`config.mk`:
```
export PLATFORM = sky130hd
export DESIGN_NAME = char_glyph_cursor_addressing
export DESIGN_NICKNAME = d
export VERILOG_FILES = /design/src/design/char_disp_pkg.sv /design/src/design/char_glyph_cursor_addressing.sv
export SDC_FILE = /design/constraint.sdc
export NUM_CORES = 1
export LEC_CHECK = 0
export BUFFER_PORTS_ARGS = -buffer_cell sky130_fd_sc_hd__buf_2
export CAP_MARGIN = 20
export CORE_MARGIN = 2
export CORE_UTILIZATION = 50
export DETAILED_ROUTE_END_ITERATION = 10
export GPL_ROUTABILITY_DRIVEN = 0
export PLACE_DENSITY = 0.63
export SLEW_MARGIN = 20
export SYNTH_ARGS = -nofsm -noshare
export SYNTH_HDL_FRONTEND = slang
export SYNTH_SLANG_ARGS = --single-unit
```
`constraint.sdc`:
```
create_clock -name clk_sys -period 5.5 [get_ports clk_sys]
set_input_delay 0.825 -clock clk_sys [delete_from_list [all_inputs] [get_ports clk_sys]]
set_output_delay 0.825 -clock clk_sys [all_outputs]
set_load 0.01 [all_outputs]
```
`src/design/char_disp_pkg.sv`:
```
// Constants for the character display controller: register map, fields, geometry.
// Assumes nothing beyond an SV tool; used by char_glyph_cursor_addressing.
package char_disp_pkg;
  // Register byte offsets
  localparam logic [7:0] OFS_CTRL = 8'h00;
  localparam logic [7:0] OFS_INSTR = 8'h04;
  localparam logic [7:0] OFS_GLYPH_ADDR = 8'h08;
  localparam logic [7:0] OFS_GLYPH_DATA = 8'h0C;
  localparam logic [7:0] OFS_TEXT_DATA = 8'h10;
  localparam logic [7:0] OFS_STATUS = 8'h14;
  // Control fields
  localparam int CTRL_TWO_LINE = 0;
  localparam int CTRL_FONT10 = 1;
  localparam int CTRL_CURSOR = 2;
  localparam int CTRL_BLINK = 3;
  localparam logic [3:0] CTRL_RESET = 4'h0;
  // Instruction word fields
  localparam int INSTR_CA_BIT = 7;
  // Status fields
  localparam int STAT_AC_LSB = 0;
  localparam int STAT_GP_LSB = 8;
  localparam int STAT_ROW_LSB = 16;
  localparam int STAT_BLINK = 24;
  // Geometry
  localparam int TEXT_DEPTH = 128;
  localparam int GLYPH_DEPTH = 64;
  localparam int DOTS = 5;
  localparam int CHARS = 20;
  localparam int SEGS = 100;
  localparam int COMS = 16;
  localparam logic [4:0] ROWS8 = 5'h08;
  localparam logic [4:0] ROWS10 = 5'h0B;
  localparam logic [6:0] LINE2_BASE = 7'h40;
  localparam logic [4:0] ALL_DOTS = 5'h1F;
  localparam logic [3:0] USER_CODE_HI = 4'h0;
  localparam int BLINK_FRAMES = 32;
  // AXI responses
  localparam logic [1:0] RESP_OKAY = 2'h0;
  localparam logic [1:0] RESP_SLVERR = 2'h2;
  // Refresh states
  typedef enum logic [1:0] {
    ST_SCAN = 2'b01,
    ST_LATCH = 2'b10
  } refresh_state_t;
endpackage

```
`src/design/char_glyph_cursor_addressing.sv`:
```
// Character display refresh with glyph RAM, text RAM, cursor and blink, plus AXI4-Lite slave.
// Assumes one synchronous clock, a host master on AXI4-Lite, and drivers outside taking seg/com levels.
`timescale 1ns/1ps
`default_nettype none
module char_glyph_cursor_addressing #(
  parameter int BLINK_FRAMES = char_disp_pkg::BLINK_FRAMES
)(
  // Clock and reset
  input wire logic clk_sys,
  input wire logic srst,
  // AXI4-Lite write address
  input wire logic [7:0] s_axi_awaddr,
  input wire logic s_axi_awvalid,
  output logic s_axi_awready,
  // AXI4-Lite write data
  input wire logic [31:0] s_axi_wdata,
  input wire logic [3:0] s_axi_wstrb,
  input wire logic s_axi_wvalid,
  output logic s_axi_wready,
  // AXI4-Lite write response
  output logic [1:0] s_axi_bresp,
  output logic s_axi_bvalid,
  input wire logic s_axi_bready,
  // AXI4-Lite read
  input wire logic [7:0] s_axi_araddr,
  input wire logic s_axi_arvalid,
  output logic s_axi_arready,
  output logic [31:0] s_axi_rdata,
  output logic [1:0] s_axi_rresp,
  output logic s_axi_rvalid,
  input wire logic s_axi_rready,
  // Display drive
  output logic [char_disp_pkg::SEGS-1:0] segOut,
  output logic [char_disp_pkg::COMS-1:0] comSel
);
  if (BLINK_FRAMES < 2 || BLINK_FRAMES > 255)
  begin : g_chk
    $error("BLINK_FRAMES must lie in 2..255");
  end

  function automatic logic [5:0] glyphAddr(input logic font10, input logic [7:0] code, input logic [3:0] line);
    if (font10)
      glyphAddr = {code[2:1], line};
    else
      glyphAddr = {code[2:0], line[2:0]};
  endfunction

  // Storage
  logic [char_disp_pkg::DOTS-1:0] glyphRam [char_disp_pkg::GLYPH_DEPTH];
  logic [7:0] textRam [char_disp_pkg::TEXT_DEPTH];

  // Control state
  logic [3:0] ctrl_reg;
  logic [6:0] addrCounter_reg, addrCounter_next;
  logic [5:0] glyphPtr_reg;
  logic twoLineMode;
  logic font10;

  // AXI state
  logic awHave_reg;
  logic wHave_reg;
  logic [7:0] awAddr_reg;
  logic [31:0] wData_reg;
  logic [3:0] wStrb_reg;
  logic awready_reg;
  logic wready_reg;
  logic bvalid_reg;
  logic [1:0] bresp_reg;
  logic arready_reg;
  logic rvalid_reg;
  logic [31:0] rdata_reg;
  logic [1:0] rresp_reg;

  // Refresh state
  char_disp_pkg::refresh_state_t state_reg, state_next;
  logic [4:0] charIdx_reg;
  logic [3:0] rowIdx_reg, rowIdx_next;
  logic [char_disp_pkg::SEGS-1:0] segAcc_reg;
  logic [char_disp_pkg::SEGS-1:0] segOut_reg;
  logic [char_disp_pkg::COMS-1:0] comSel_reg;
  logic [7:0] blinkCnt_reg;
  logic blinkPhase_reg;

  assign twoLineMode = ctrl_reg[char_disp_pkg::CTRL_TWO_LINE] & ~font10;
  assign font10 = ctrl_reg[char_disp_pkg::CTRL_FONT10];

  // Write decode
  wire doWrite = awHave_reg & wHave_reg & ~bvalid_reg;
  wire lowLane = wStrb_reg[0];
  wire hitCtrl = awAddr_reg == char_disp_pkg::OFS_CTRL;
  wire hitInstr = awAddr_reg == char_disp_pkg::OFS_INSTR;
  wire hitGAddr = awAddr_reg == char_disp_pkg::OFS_GLYPH_ADDR;
  wire hitGData = awAddr_reg == char_disp_pkg::OFS_GLYPH_DATA;
  wire hitText = awAddr_reg == char_disp_pkg::OFS_TEXT_DATA;
  wire wrMapped = hitCtrl | hitInstr | hitGAddr | hitGData | hitText;
  wire wrEn = doWrite & wrMapped & lowLane;
  wire loadAc = wrEn & hitInstr & wData_reg[char_disp_pkg::INSTR_CA_BIT];
  wire textWr = wrEn & hitText;
  wire glyphWr = wrEn & hitGData;

  assign addrCounter_next = loadAc ? wData_reg[6:0]
    : !textWr ? addrCounter_reg
    : twoLineMode ? {addrCounter_reg[6], addrCounter_reg[5:0] + 6'h01}
    : addrCounter_reg + 7'h01;

  // Read decode
  wire arTake = s_axi_arvalid & arready_reg;
  wire rdCtrl = s_axi_araddr == char_disp_pkg::OFS_CTRL;
  wire rdInstr = s_axi_araddr == char_disp_pkg::OFS_INSTR;
  wire rdStat = s_axi_araddr == char_disp_pkg::OFS_STATUS;
  wire rdMapped = rdCtrl | rdInstr | rdStat | (s_axi_araddr == char_disp_pkg::OFS_GLYPH_ADDR);
  wire [31:0] statWord = (32'(addrCounter_reg) << char_disp_pkg::STAT_AC_LSB)
    | (32'(glyphPtr_reg) << char_disp_pkg::STAT_GP_LSB)
    | (32'(rowIdx_reg) << char_disp_pkg::STAT_ROW_LSB)
    | (32'(blinkPhase_reg) << char_disp_pkg::STAT_BLINK);
  wire [31:0] rdWord = rdCtrl ? 32'(ctrl_reg)
    : rdInstr ? 32'(addrCounter_reg)
    : rdStat ? statWord
    : 32'(glyphPtr_reg);

  // AXI handshake
  always_ff @(posedge clk_sys)
  begin
    if (srst)
    begin
      awHave_reg <= 1'b0;
      wHave_reg <= 1'b0;
      awready_reg <= 1'b0;
      wready_reg <= 1'b0;
      bvalid_reg <= 1'b0;
      bresp_reg <= char_disp_pkg::RESP_OKAY;
      awAddr_reg <= 8'h00;
      wData_reg <= 32'h0000_0000;
      wStrb_reg <= 4'h0;
    end
    else
    begin
      awready_reg <= ~awHave_reg & ~(s_axi_awvalid & awready_reg) & ~doWrite;
      wready_reg <= ~wHave_reg & ~(s_axi_wvalid & wready_reg) & ~doWrite;
      if (s_axi_awvalid & awready_reg)
      begin
        awHave_reg <= 1'b1;
        awAddr_reg <= s_axi_awaddr;
      end
      else if (doWrite)
        awHave_reg <= 1'b0;
      if (s_axi_wvalid & wready_reg)
      begin
        wHave_reg <= 1'b1;
        wData_reg <= s_axi_wdata;
        wStrb_reg <= s_axi_wstrb;
      end
      else if (doWrite)
        wHave_reg <= 1'b0;
      if (doWrite)
      begin
        bvalid_reg <= 1'b1;
        bresp_reg <= wrMapped ? char_disp_pkg::RESP_OKAY : char_disp_pkg::RESP_SLVERR;
      end
      else if (s_axi_bready)
        bvalid_reg <= 1'b0;
    end
  end

  always_ff @(posedge clk_sys)
  begin
    if (srst)
    begin
      arready_reg <= 1'b0;
      rvalid_reg <= 1'b0;
      rdata_reg <= 32'h0000_0000;
      rresp_reg <= char_disp_pkg::RESP_OKAY;
    end
    else
    begin
      arready_reg <= ~rvalid_reg & ~arTake;
      if (arTake)
      begin
        rvalid_reg <= 1'b1;
        rdata_reg <= rdMapped ? rdWord : 32'h0000_0000;
        rresp_reg <= rdMapped ? char_disp_pkg::RESP_OKAY : char_disp_pkg::RESP_SLVERR;
      end
      else if (s_axi_rready)
        rvalid_reg <= 1'b0;
    end
  end

  // Control registers
  always_ff @(posedge clk_sys)
  begin
    if (srst)
    begin
      ctrl_reg <= char_disp_pkg::CTRL_RESET;
      addrCounter_reg <= 7'h00;
      glyphPtr_reg <= 6'h00;
    end
    else
    begin
      addrCounter_reg <= addrCounter_next;
      if (wrEn & hitCtrl)
        ctrl_reg <= wData_reg[3:0];
      if (wrEn & hitGAddr)
        glyphPtr_reg <= wData_reg[5:0];
      else if (glyphWr)
        glyphPtr_reg <= glyphPtr_reg + 6'h01;
    end
  end

  always_ff @(posedge clk_sys)
  begin
    if (glyphWr)
      glyphRam[glyphPtr_reg] <= wData_reg[char_disp_pkg::DOTS-1:0];
    if (textWr)
      textRam[addrCounter_reg] <= wData_reg[7:0];
  end

  // Refresh geometry
  wire [4:0] fontRows = font10 ? char_disp_pkg::ROWS10 : char_disp_pkg::ROWS8;
  wire [4:0] activeRows = twoLineMode ? 5'(fontRows << 1) : fontRows;
  wire lineSel = 5'(rowIdx_reg) >= fontRows;
  wire rowInRange = 5'(rowIdx_reg) < activeRows;
  wire [3:0] lineRow = lineSel ? 4'(5'(rowIdx_reg) - fontRows) : rowIdx_reg;
  wire [6:0] textAddr = (lineSel ? char_disp_pkg::LINE2_BASE : 7'h00) + 7'(charIdx_reg);
  wire [7:0] code = textRam[textAddr];
  wire isUser = code[7:4] == char_disp_pkg::USER_CODE_HI;
  wire [5:0] gAddr = glyphAddr(font10, code, lineRow);
  wire [4:0] pattern = isUser ? glyphRam[gAddr] : 5'h00;
  wire cursorHit = textAddr == addrCounter_reg;
  wire cursorLine = 5'(lineRow) == fontRows - 5'h01;
  wire [4:0] cursorDots = (ctrl_reg[char_disp_pkg::CTRL_CURSOR] & cursorHit & cursorLine)
    ? char_disp_pkg::ALL_DOTS : 5'h00;
  wire [4:0] blinkDots = (ctrl_reg[char_disp_pkg::CTRL_BLINK] & cursorHit & blinkPhase_reg)
    ? char_disp_pkg::ALL_DOTS : 5'h00;
  wire [4:0] dots = pattern | cursorDots | blinkDots;
  wire lastChar = charIdx_reg == 5'(char_disp_pkg::CHARS - 1);
  wire frameEnd = (state_reg == char_disp_pkg::ST_LATCH) & (5'(rowIdx_next) == 5'h00);

  assign state_next = (state_reg == char_disp_pkg::ST_SCAN) & lastChar ? char_disp_pkg::ST_LATCH
    : char_disp_pkg::ST_SCAN;
  assign rowIdx_next = (5'(rowIdx_reg) + 5'h01 >= activeRows) ? 4'h0 : rowIdx_reg + 4'h1;

  always_ff @(posedge clk_sys)
  begin
    if (srst)
    begin
      state_reg <= char_disp_pkg::ST_SCAN;
      charIdx_reg <= 5'h00;
      rowIdx_reg <= 4'h0;
      segAcc_reg <= '0;
      segOut_reg <= '0;
      comSel_reg <= '0;
    end
    else
    begin
      state_reg <= state_next;
      case (state_reg)
        char_disp_pkg::ST_SCAN:
        begin
          segAcc_reg <= {segAcc_reg[char_disp_pkg::SEGS-char_disp_pkg::DOTS-1:0], dots};
          charIdx_reg <= lastChar ? 5'h00 : charIdx_reg + 5'h01;
        end
        char_disp_pkg::ST_LATCH:
        begin
          segOut_reg <= segAcc_reg;
          comSel_reg <= char_disp_pkg::COMS'(1) << (rowInRange ? rowIdx_reg : 4'h0);
          rowIdx_reg <= rowIdx_next;
        end
        default:
          charIdx_reg <= 5'h00;
      endcase
    end
  end

  // Blink timing in frames
  always_ff @(posedge clk_sys)
  begin
    if (srst)
    begin
      blinkCnt_reg <= 8'h00;
      blinkPhase_reg <= 1'b0;
    end
    else if (frameEnd)
    begin
      blinkCnt_reg <= (blinkCnt_reg == 8'(BLINK_FRAMES - 1)) ? 8'h00 : blinkCnt_reg + 8'h01;
      if (blinkCnt_reg == 8'(BLINK_FRAMES - 1))
        blinkPhase_reg <= ~blinkPhase_reg;
    end
  end

  // Glyph pointer mode leaves cursor at counter address, meaningless
  // Outputs
  assign s_axi_awready = awready_reg;
  assign s_axi_wready = wready_reg;
  assign s_axi_bvalid = bvalid_reg;
  assign s_axi_bresp = bresp_reg;
  assign s_axi_arready = arready_reg;
  assign s_axi_rvalid = rvalid_reg;
  assign s_axi_rdata = rdata_reg;
  assign s_axi_rresp = rresp_reg;
  assign segOut = segOut_reg;
  assign comSel = comSel_reg;

  wire scanning = state_reg == char_disp_pkg::ST_SCAN;
  wire [char_disp_pkg::COMS-1:0] activeMask = char_disp_pkg::COMS'((17'h1 << activeRows) - 17'h1);
endmodule
`default_nettype wire

```
# After elaboration in Yosys (flattened, before gate mapping)
# Memories as Yosys holds them, arrays and structs flattened.
# Cells that the tools add are included.
dict set report op_classes {
  add_sub_neg 10
  multipliers 0
  n_div 0
  n_lt_le_gt_ge 3
  eq_ne 14
  shift 1
  n_mux 36
  bitwise 47
  n_reduce_logical 12
}
# operator count
set ops {}
lappend ops {{$mux 25} 4}
lappend ops {{$mux 7} 4}
lappend ops {{$and 1x1->1} 25}
lappend ops {{$mux 5} 5}
lappend ops {{$or 20x25->25} 1}
lappend ops {{$eq 8x4->1 const B} 3}
lappend ops {{$eq 8x5->1 const B} 3}
lappend ops {{$or 14x20->20} 1}
lappend ops {{$eq 8x3->1 const B} 2}
lappend ops {{$logic_not 8->1} 2}
lappend ops {{$mux 4} 4}
lappend ops {{$shl 1x4->16 const A} 1}
lappend ops {{$or 7x14->14} 1}
lappend ops {{$add 6x1->6 const B} 2}
lappend ops {{$mux 6} 2}
lappend ops {{$reduce_bool 2->1} 6}
lappend ops {{$mux 1} 11}
lappend ops {{$not 1->1} 10}
lappend ops {{$or 5x5->5} 2}
lappend ops {{$pmux 5 s2} 1}
lappend ops {{$add 8x1->8 const B} 1}
lappend ops {{$logic_not 4->1} 2}
lappend ops {{$mux 2} 4}
lappend ops {{$mux 8} 1}
lappend ops {{18 further kinds} 25}
dict set report totals {
  reg_bits 313
  latchBits 0
  ramBits 1344
  rom_bits 0
  inputBits 59
  wordCells 150
  memories 2
}
# memory depth width read_ports rd_clocked_by_memory_dff write_ports line_no
set mem_list {}
lappend mem_list {textRam 128 8 1 0 1 char_glyph_cursor_addressing.sv:50} ;# logic [7:0] textRam [char_disp_pkg::TEXT_DEPTH];
lappend mem_list {glyphRam 64 5 1 0 1 char_glyph_cursor_addressing.sv:49} ;# logic [char_disp_pkg::DOTS-1:0] glyphRam [char_disp_pkg::GLYPH_DEPTH];

# Logic depth before layout (Yosys ltp)
dict set report logic_depth {
  depth_word 11
  depth_mapped 18
  ltp_nobuf 13
}

# Least setup slack after synthesis
# OpenSTA, ideal clock, no wires.
dict set report synth_timing {
  kind {register to register}
  from {reg rowIdx_reg[0]}
  to {reg segAcc_reg[1] (netlist bit)}
  setup_ns 0.074
  t_arrival_ns 3.781
  required_ns 5.426
  setup_slack_ns 1.645
  path_stages_with_launch 15
  synth_period_minus_slack_ns 3.855
  cell_sequence {dfxtp_1 -> inv_1 -> ha_1 -> inv_1 -> fa_1 -> a21o_1 -> o21ai_1 -> mux4_2 -> o2111ai_1 -> o221ai_2 -> buf_6 -> nand3b_1 -> a32o_1 -> or4_1 -> a31oi_1}
}
dict set report synth_via {
  elab_chain_cells 9
  elab_cells_between_ends 20
}
# item line_no
set synth_rtl {}
lappend synth_rtl {{start, declared} char_glyph_cursor_addressing.sv:77} ;# logic [3:0] rowIdx_reg, rowIdx_next;
lappend synth_rtl {{start signal, assigned} char_glyph_cursor_addressing.sv:266} ;# rowIdx_reg <= rowIdx_next;
lappend synth_rtl {{$ge 4x4->1} char_glyph_cursor_addressing.sv:220} ;# wire lineSel = 5'(rowIdx_reg) >= fontRows;
lappend synth_rtl {{$mux 7} char_glyph_cursor_addressing.sv:223} ;# wire [6:0] textAddr = (lineSel ? char_disp_pkg::LINE2_BASE : 7'h00) + 7'(charIdx_reg);
lappend synth_rtl {{$add 7x5->7} char_glyph_cursor_addressing.sv:223}
lappend synth_rtl {{$mem_v2 128x8 / $eq 7x7->1 (equally long branches)} -}
lappend synth_rtl {{$mux 4 / $and 1x1->1 (equally long branches)} {char_glyph_cursor_addressing.sv:42, char_glyph_cursor_addressing.sv:230}}
lappend synth_rtl {{$mem_v2 64x5 / $and 1x1->1 (equally long branches)} -}
lappend synth_rtl {{$mux 5, on equally long branches} {char_glyph_cursor_addressing.sv:227, char_glyph_cursor_addressing.sv:231}}
lappend synth_rtl {{$or 5x5->5} char_glyph_cursor_addressing.sv:234} ;# wire [4:0] dots = pattern | cursorDots | blinkDots;
lappend synth_rtl {{$or 5x5->5 (*)} char_glyph_cursor_addressing.sv:234}
lappend synth_rtl {{end signal, assigned} char_glyph_cursor_addressing.sv:259} ;# segAcc_reg <= {segAcc_reg[char_disp_pkg::SEGS-char_disp_pkg::DOTS-1:0], dots};
lappend synth_rtl {{end, declared} char_glyph_cursor_addressing.sv:78} ;# logic [char_disp_pkg::SEGS-1:0] segAcc_reg;
# Every way passes the cells marked *; elsewhere a longest branch is shown, timed or not.
# A chain may end at the register's enable or synchronous reset.

# Worst setup path after layout
dict set report layout_timing {
  from {reg rowIdx_reg[0]}
  to {reg segAcc_reg[0] (netlist bit)}
}
# Same word-level chain as after synthesis.

==> summary.txt <==
Power and ir drop
  – Static power due to leakage: 15.69 nW
  – PwrDens: 351.6 mW/mm^2
  – Largest voltage drop on the vdd net: 0.2609 mV

Global routing
  – Met1 global-route usage: 0.3065
  – Number of global-route vias before repair: 25510
  – Largest net degree at the start of global routing: 169
  – Busiest metal layer after global routing: met2
  – Total Routing Usage GR: 0.2204
  – Global-route wire length before repair: 145.4 mm
  – Antenna violations before repair: 0
  – GR Util met2: 0.3532
  – Global route overflow: 0
  – GRT met3 Usage: 0.04021

STA
  – Hold violation total from the final report: 0
  – Number of max-slew violations in the final report: 0
  – Final-layout worst hold slack: 399.1 ps
  – Unrepaired setup endpoints after global routing: false
  – Transition time at the pin with the least slew margin: 1134 ps
  – Slew headroom: 0.2425
  – Maximum frequency from static timing analysis: 0.2075 GHz
  – Fin Setup TNS: 0 ps
  – Clk_skew: 54.42 ps
  – Total setup violations reported at the end of the flow: 0
  – Fin crit share: 0.8763
  – Clock period minus worst slack: 4819 ps

Synth
  – Number of warning messages in the yosys log: 0
  – Number of enable flip-flop cells after synthesis: 768
  – Area fraction of the dominant cell type after synthesis: 0.5636
  – Post-synthesis instance area: 0.04092 mm^2
  – Cell taking the most area after synthesis: sky130_fd_sc_hd__edfxtp_1
  – Largest cells by area after synthesis: sky130_fd_sc_hd__edfxtp_1 56%, sky130_fd_sc_hd__dfxtp_1 15%, sky130_fd_sc_hd__nand2_1 7.0%
  – Total of flip-flops plus latches after synthesis: 1065
  – Count of unique library cells instantiated by Yosys: 70
  – FFs w/ async S/R, synth: 0
  – Mean post-synth cell area: 12.54 um^2
  – Sequential cell area fraction in the yosys report: 0.7089
  – Instance count of the mapped netlist: 3264
  – Most instantiated flip-flop cell in the synthesis netlist: sky130_fd_sc_hd__edfxtp_1

Hold path
  – Hold Path Class: primary input to register

Floorplan
  – Starting Density: 0.5063
  – Std cell rows: 104
  – Number of top-level design ports: 216
  – Die area: 0.08414 mm^2
  – Die extent in y: 290.1 um
  – Std-Cell Core Area: 0.08081 mm^2
  – Chip Width: 290.1 um

Setup path
  – Endpoint type of the worst setup path: register
  – Most numerous cell on the critical path: sky130_fd_sc_hd__a211oi_1
  – Required time at the endpoint of the critical path: 6100 ps
  – Arrival time of data at the critical path endpoint: 5420 ps
  – Max Fanout on Critical Path: 23
  – Critical Path Source Type: register
  – Slowest CP cell: sky130_fd_sc_hd__o21a_1
  – Critical setup path kind: register to register
  – Delay of the slowest cell on the worst path: 590 ps
  – Cell Chain, Critical Path: inv_1, ha_1, inv_1, fa_1, a21o_1, o21a_1, mux2i_1, a211oi_1, o221ai_4, buf_4, a211oi_1, a211oi_1, or4_1, a31oi_1

Status
  – Outcome: complete, no violations

Layout
  – Nets@finish: 3459
  – Commonest non-fill, non-tap cell in the layout: sky130_fd_sc_hd__edfxtp_1
  – Highest-count cells in the layout ignoring fill and taps: 768 x sky130_fd_sc_hd__edfxtp_1, 765 x sky130_fd_sc_hd__nand2_1, 285 x sky130_fd_sc_hd__dfxtp_1
  – Share of layout cells above drive strength 1: 0.1315
  – Inserted Diodes: 0
  – Utilization after layout: 0.5722
  – Largest registers in the final layout: textRam: 448 flops, glyphRam: 320 flops
  – Final instance count without filler cells: 4534
  – Area overhead of the layout relative to synthesis: 13.00%
  – Max reg flops: 448
  – Top register by number of flip-flops: textRam
  – Layout Cell Area excl Fill: 0.04624 mm^2

Clock network
  – Cell at the root of the clock tree: sky130_fd_sc_hd__clkbuf_16
  – Clk buf depth: 3
  – Num Clock Sinks: 1065
  – Clock edge transition at the registers on the reported setup and hold paths: 60 ps
  – CTS tree: done
  – Number of buffers inserted for hold repair after clock tree synthesis: 0
  – Total clock buffers created by CTS: 105
  – CTS-repair resized insts: 0
  – Number of levels in the clock H-tree: 3
  – Worst skew pair latency: 680 ps
  – Post-CTS Repair Setup Buffers: 0

Drt
  – Number of antenna-violating nets in the routed design: 0
  – DR WL/cell: 20.82 um
  – Post-DR vias/cell: 5.744
  – Final wirelength: 94.41 mm
  – Via count of the routed design: 26040
  – Pre-antenna DRT Iters: 5
  – Number of DRC markers in iteration 0: 2344
  – DRC violation count after routing: 0

Run
  – Maximum capacitance violations: 0

Placed design
  – Area of placed instances: 0.04266 mm^2
  – Cells after DPL: 4337
  – Number of port buffers: 172
  – Post-detailed-placement half-perimeter wirelength: 58.43 mm
## stage by stage
stage / total power, W / setup slack (ps)
finish: 0.01626 / 680.6
global route: 0.01672 / 395.0
CTS: 0.01638 / 739.0
detailed placement: 0.009247 / 755.7
global placement: 0.009238 / 799.0
floorplan: 0.009089 / 1645
## final timing paths
kind / slack [ps] / from / to / cells past startpoint
max: 680 / rowIdx_reg[0] / segAcc_reg[0] / 14
max reg2reg: 680 / rowIdx_reg[0] / segAcc_reg[0] / 14
min reg2reg: 450 / s_axi_rvalid / s_axi_arready / 1
min: 400 / s_axi_wdata[4] / wData_reg[4] / 3
## Yosys cell counts, types with 24 or more instances
cell type                    n
sky130_fd_sc_hd__edfxtp_1  768
sky130_fd_sc_hd__nand2_1   765
sky130_fd_sc_hd__dfxtp_1   297
sky130_fd_sc_hd__a21oi_1   251
sky130_fd_sc_hd__nor2_1    244
sky130_fd_sc_hd__nand3_1   155
sky130_fd_sc_hd__clkbuf_1  151
sky130_fd_sc_hd__mux2i_1    72
sky130_fd_sc_hd__mux4_2     57
sky130_fd_sc_hd__nor4_1     56
sky130_fd_sc_hd__a22oi_1    37
sky130_fd_sc_hd__and3_1     28
sky130_fd_sc_hd__nor3_1     24
## per-layer routing
| metal | vias up | wire length, um |
|---|---|---|
| met3 | 181 | 7142 |
| met4 | 0 | 2684 |
| met5 | - | 0 |
| met1 | 12850 | 40460 |
| li1 | 12030 | - |
| met2 | 982 | 44120 |
## report_power, final
group,switching [W],leakage [nW],total (W),internal [W]
logic,0.000267,4.62,0.000409,0.000141
registers,0.0000784,9.34,0.00867,0.00859
clock network,0.00296,1.72,0.00718,0.00422
total,0.00331,15.7,0.0163,0.0130
## cell type report
type	count	area, um^2
Clock buffer	147	2988
Clock inverter	48	538.0
Fill cell	6426	34570
Inverter	16	60.06
Multi-Input combinational cell	1983	11030
Sequential cell	1065	29040
Tap cell	1060	1326
Timing Repair Buffer	215	1259
## critical path, delay by kind of cell, from the launching register on
kind            cells  cell delay (ps)
mux                 1              170
flops               1              540
compound gates      7             2260
fa+ha+maj           2              490
simple gates        1              590
buf+inv             3              680
## logic make-up (layout without fill, tap and decap cells)
family,Yosys count,in the layout,share of synthesized area
AOI/OAI and AO/OA,432,432,0.06409
buffers and inverters,232,426,0.02471
other,2,18,0.0001835
DFF,1065,1065,0.7089
adders and majority gates,14,14,0.004465
muxes,133,133,0.05009
and+or+nand+nor,1368,1368,0.1437
xor gates and xnor gates,18,18,0.003853
(Power assumes the default switching activity.)
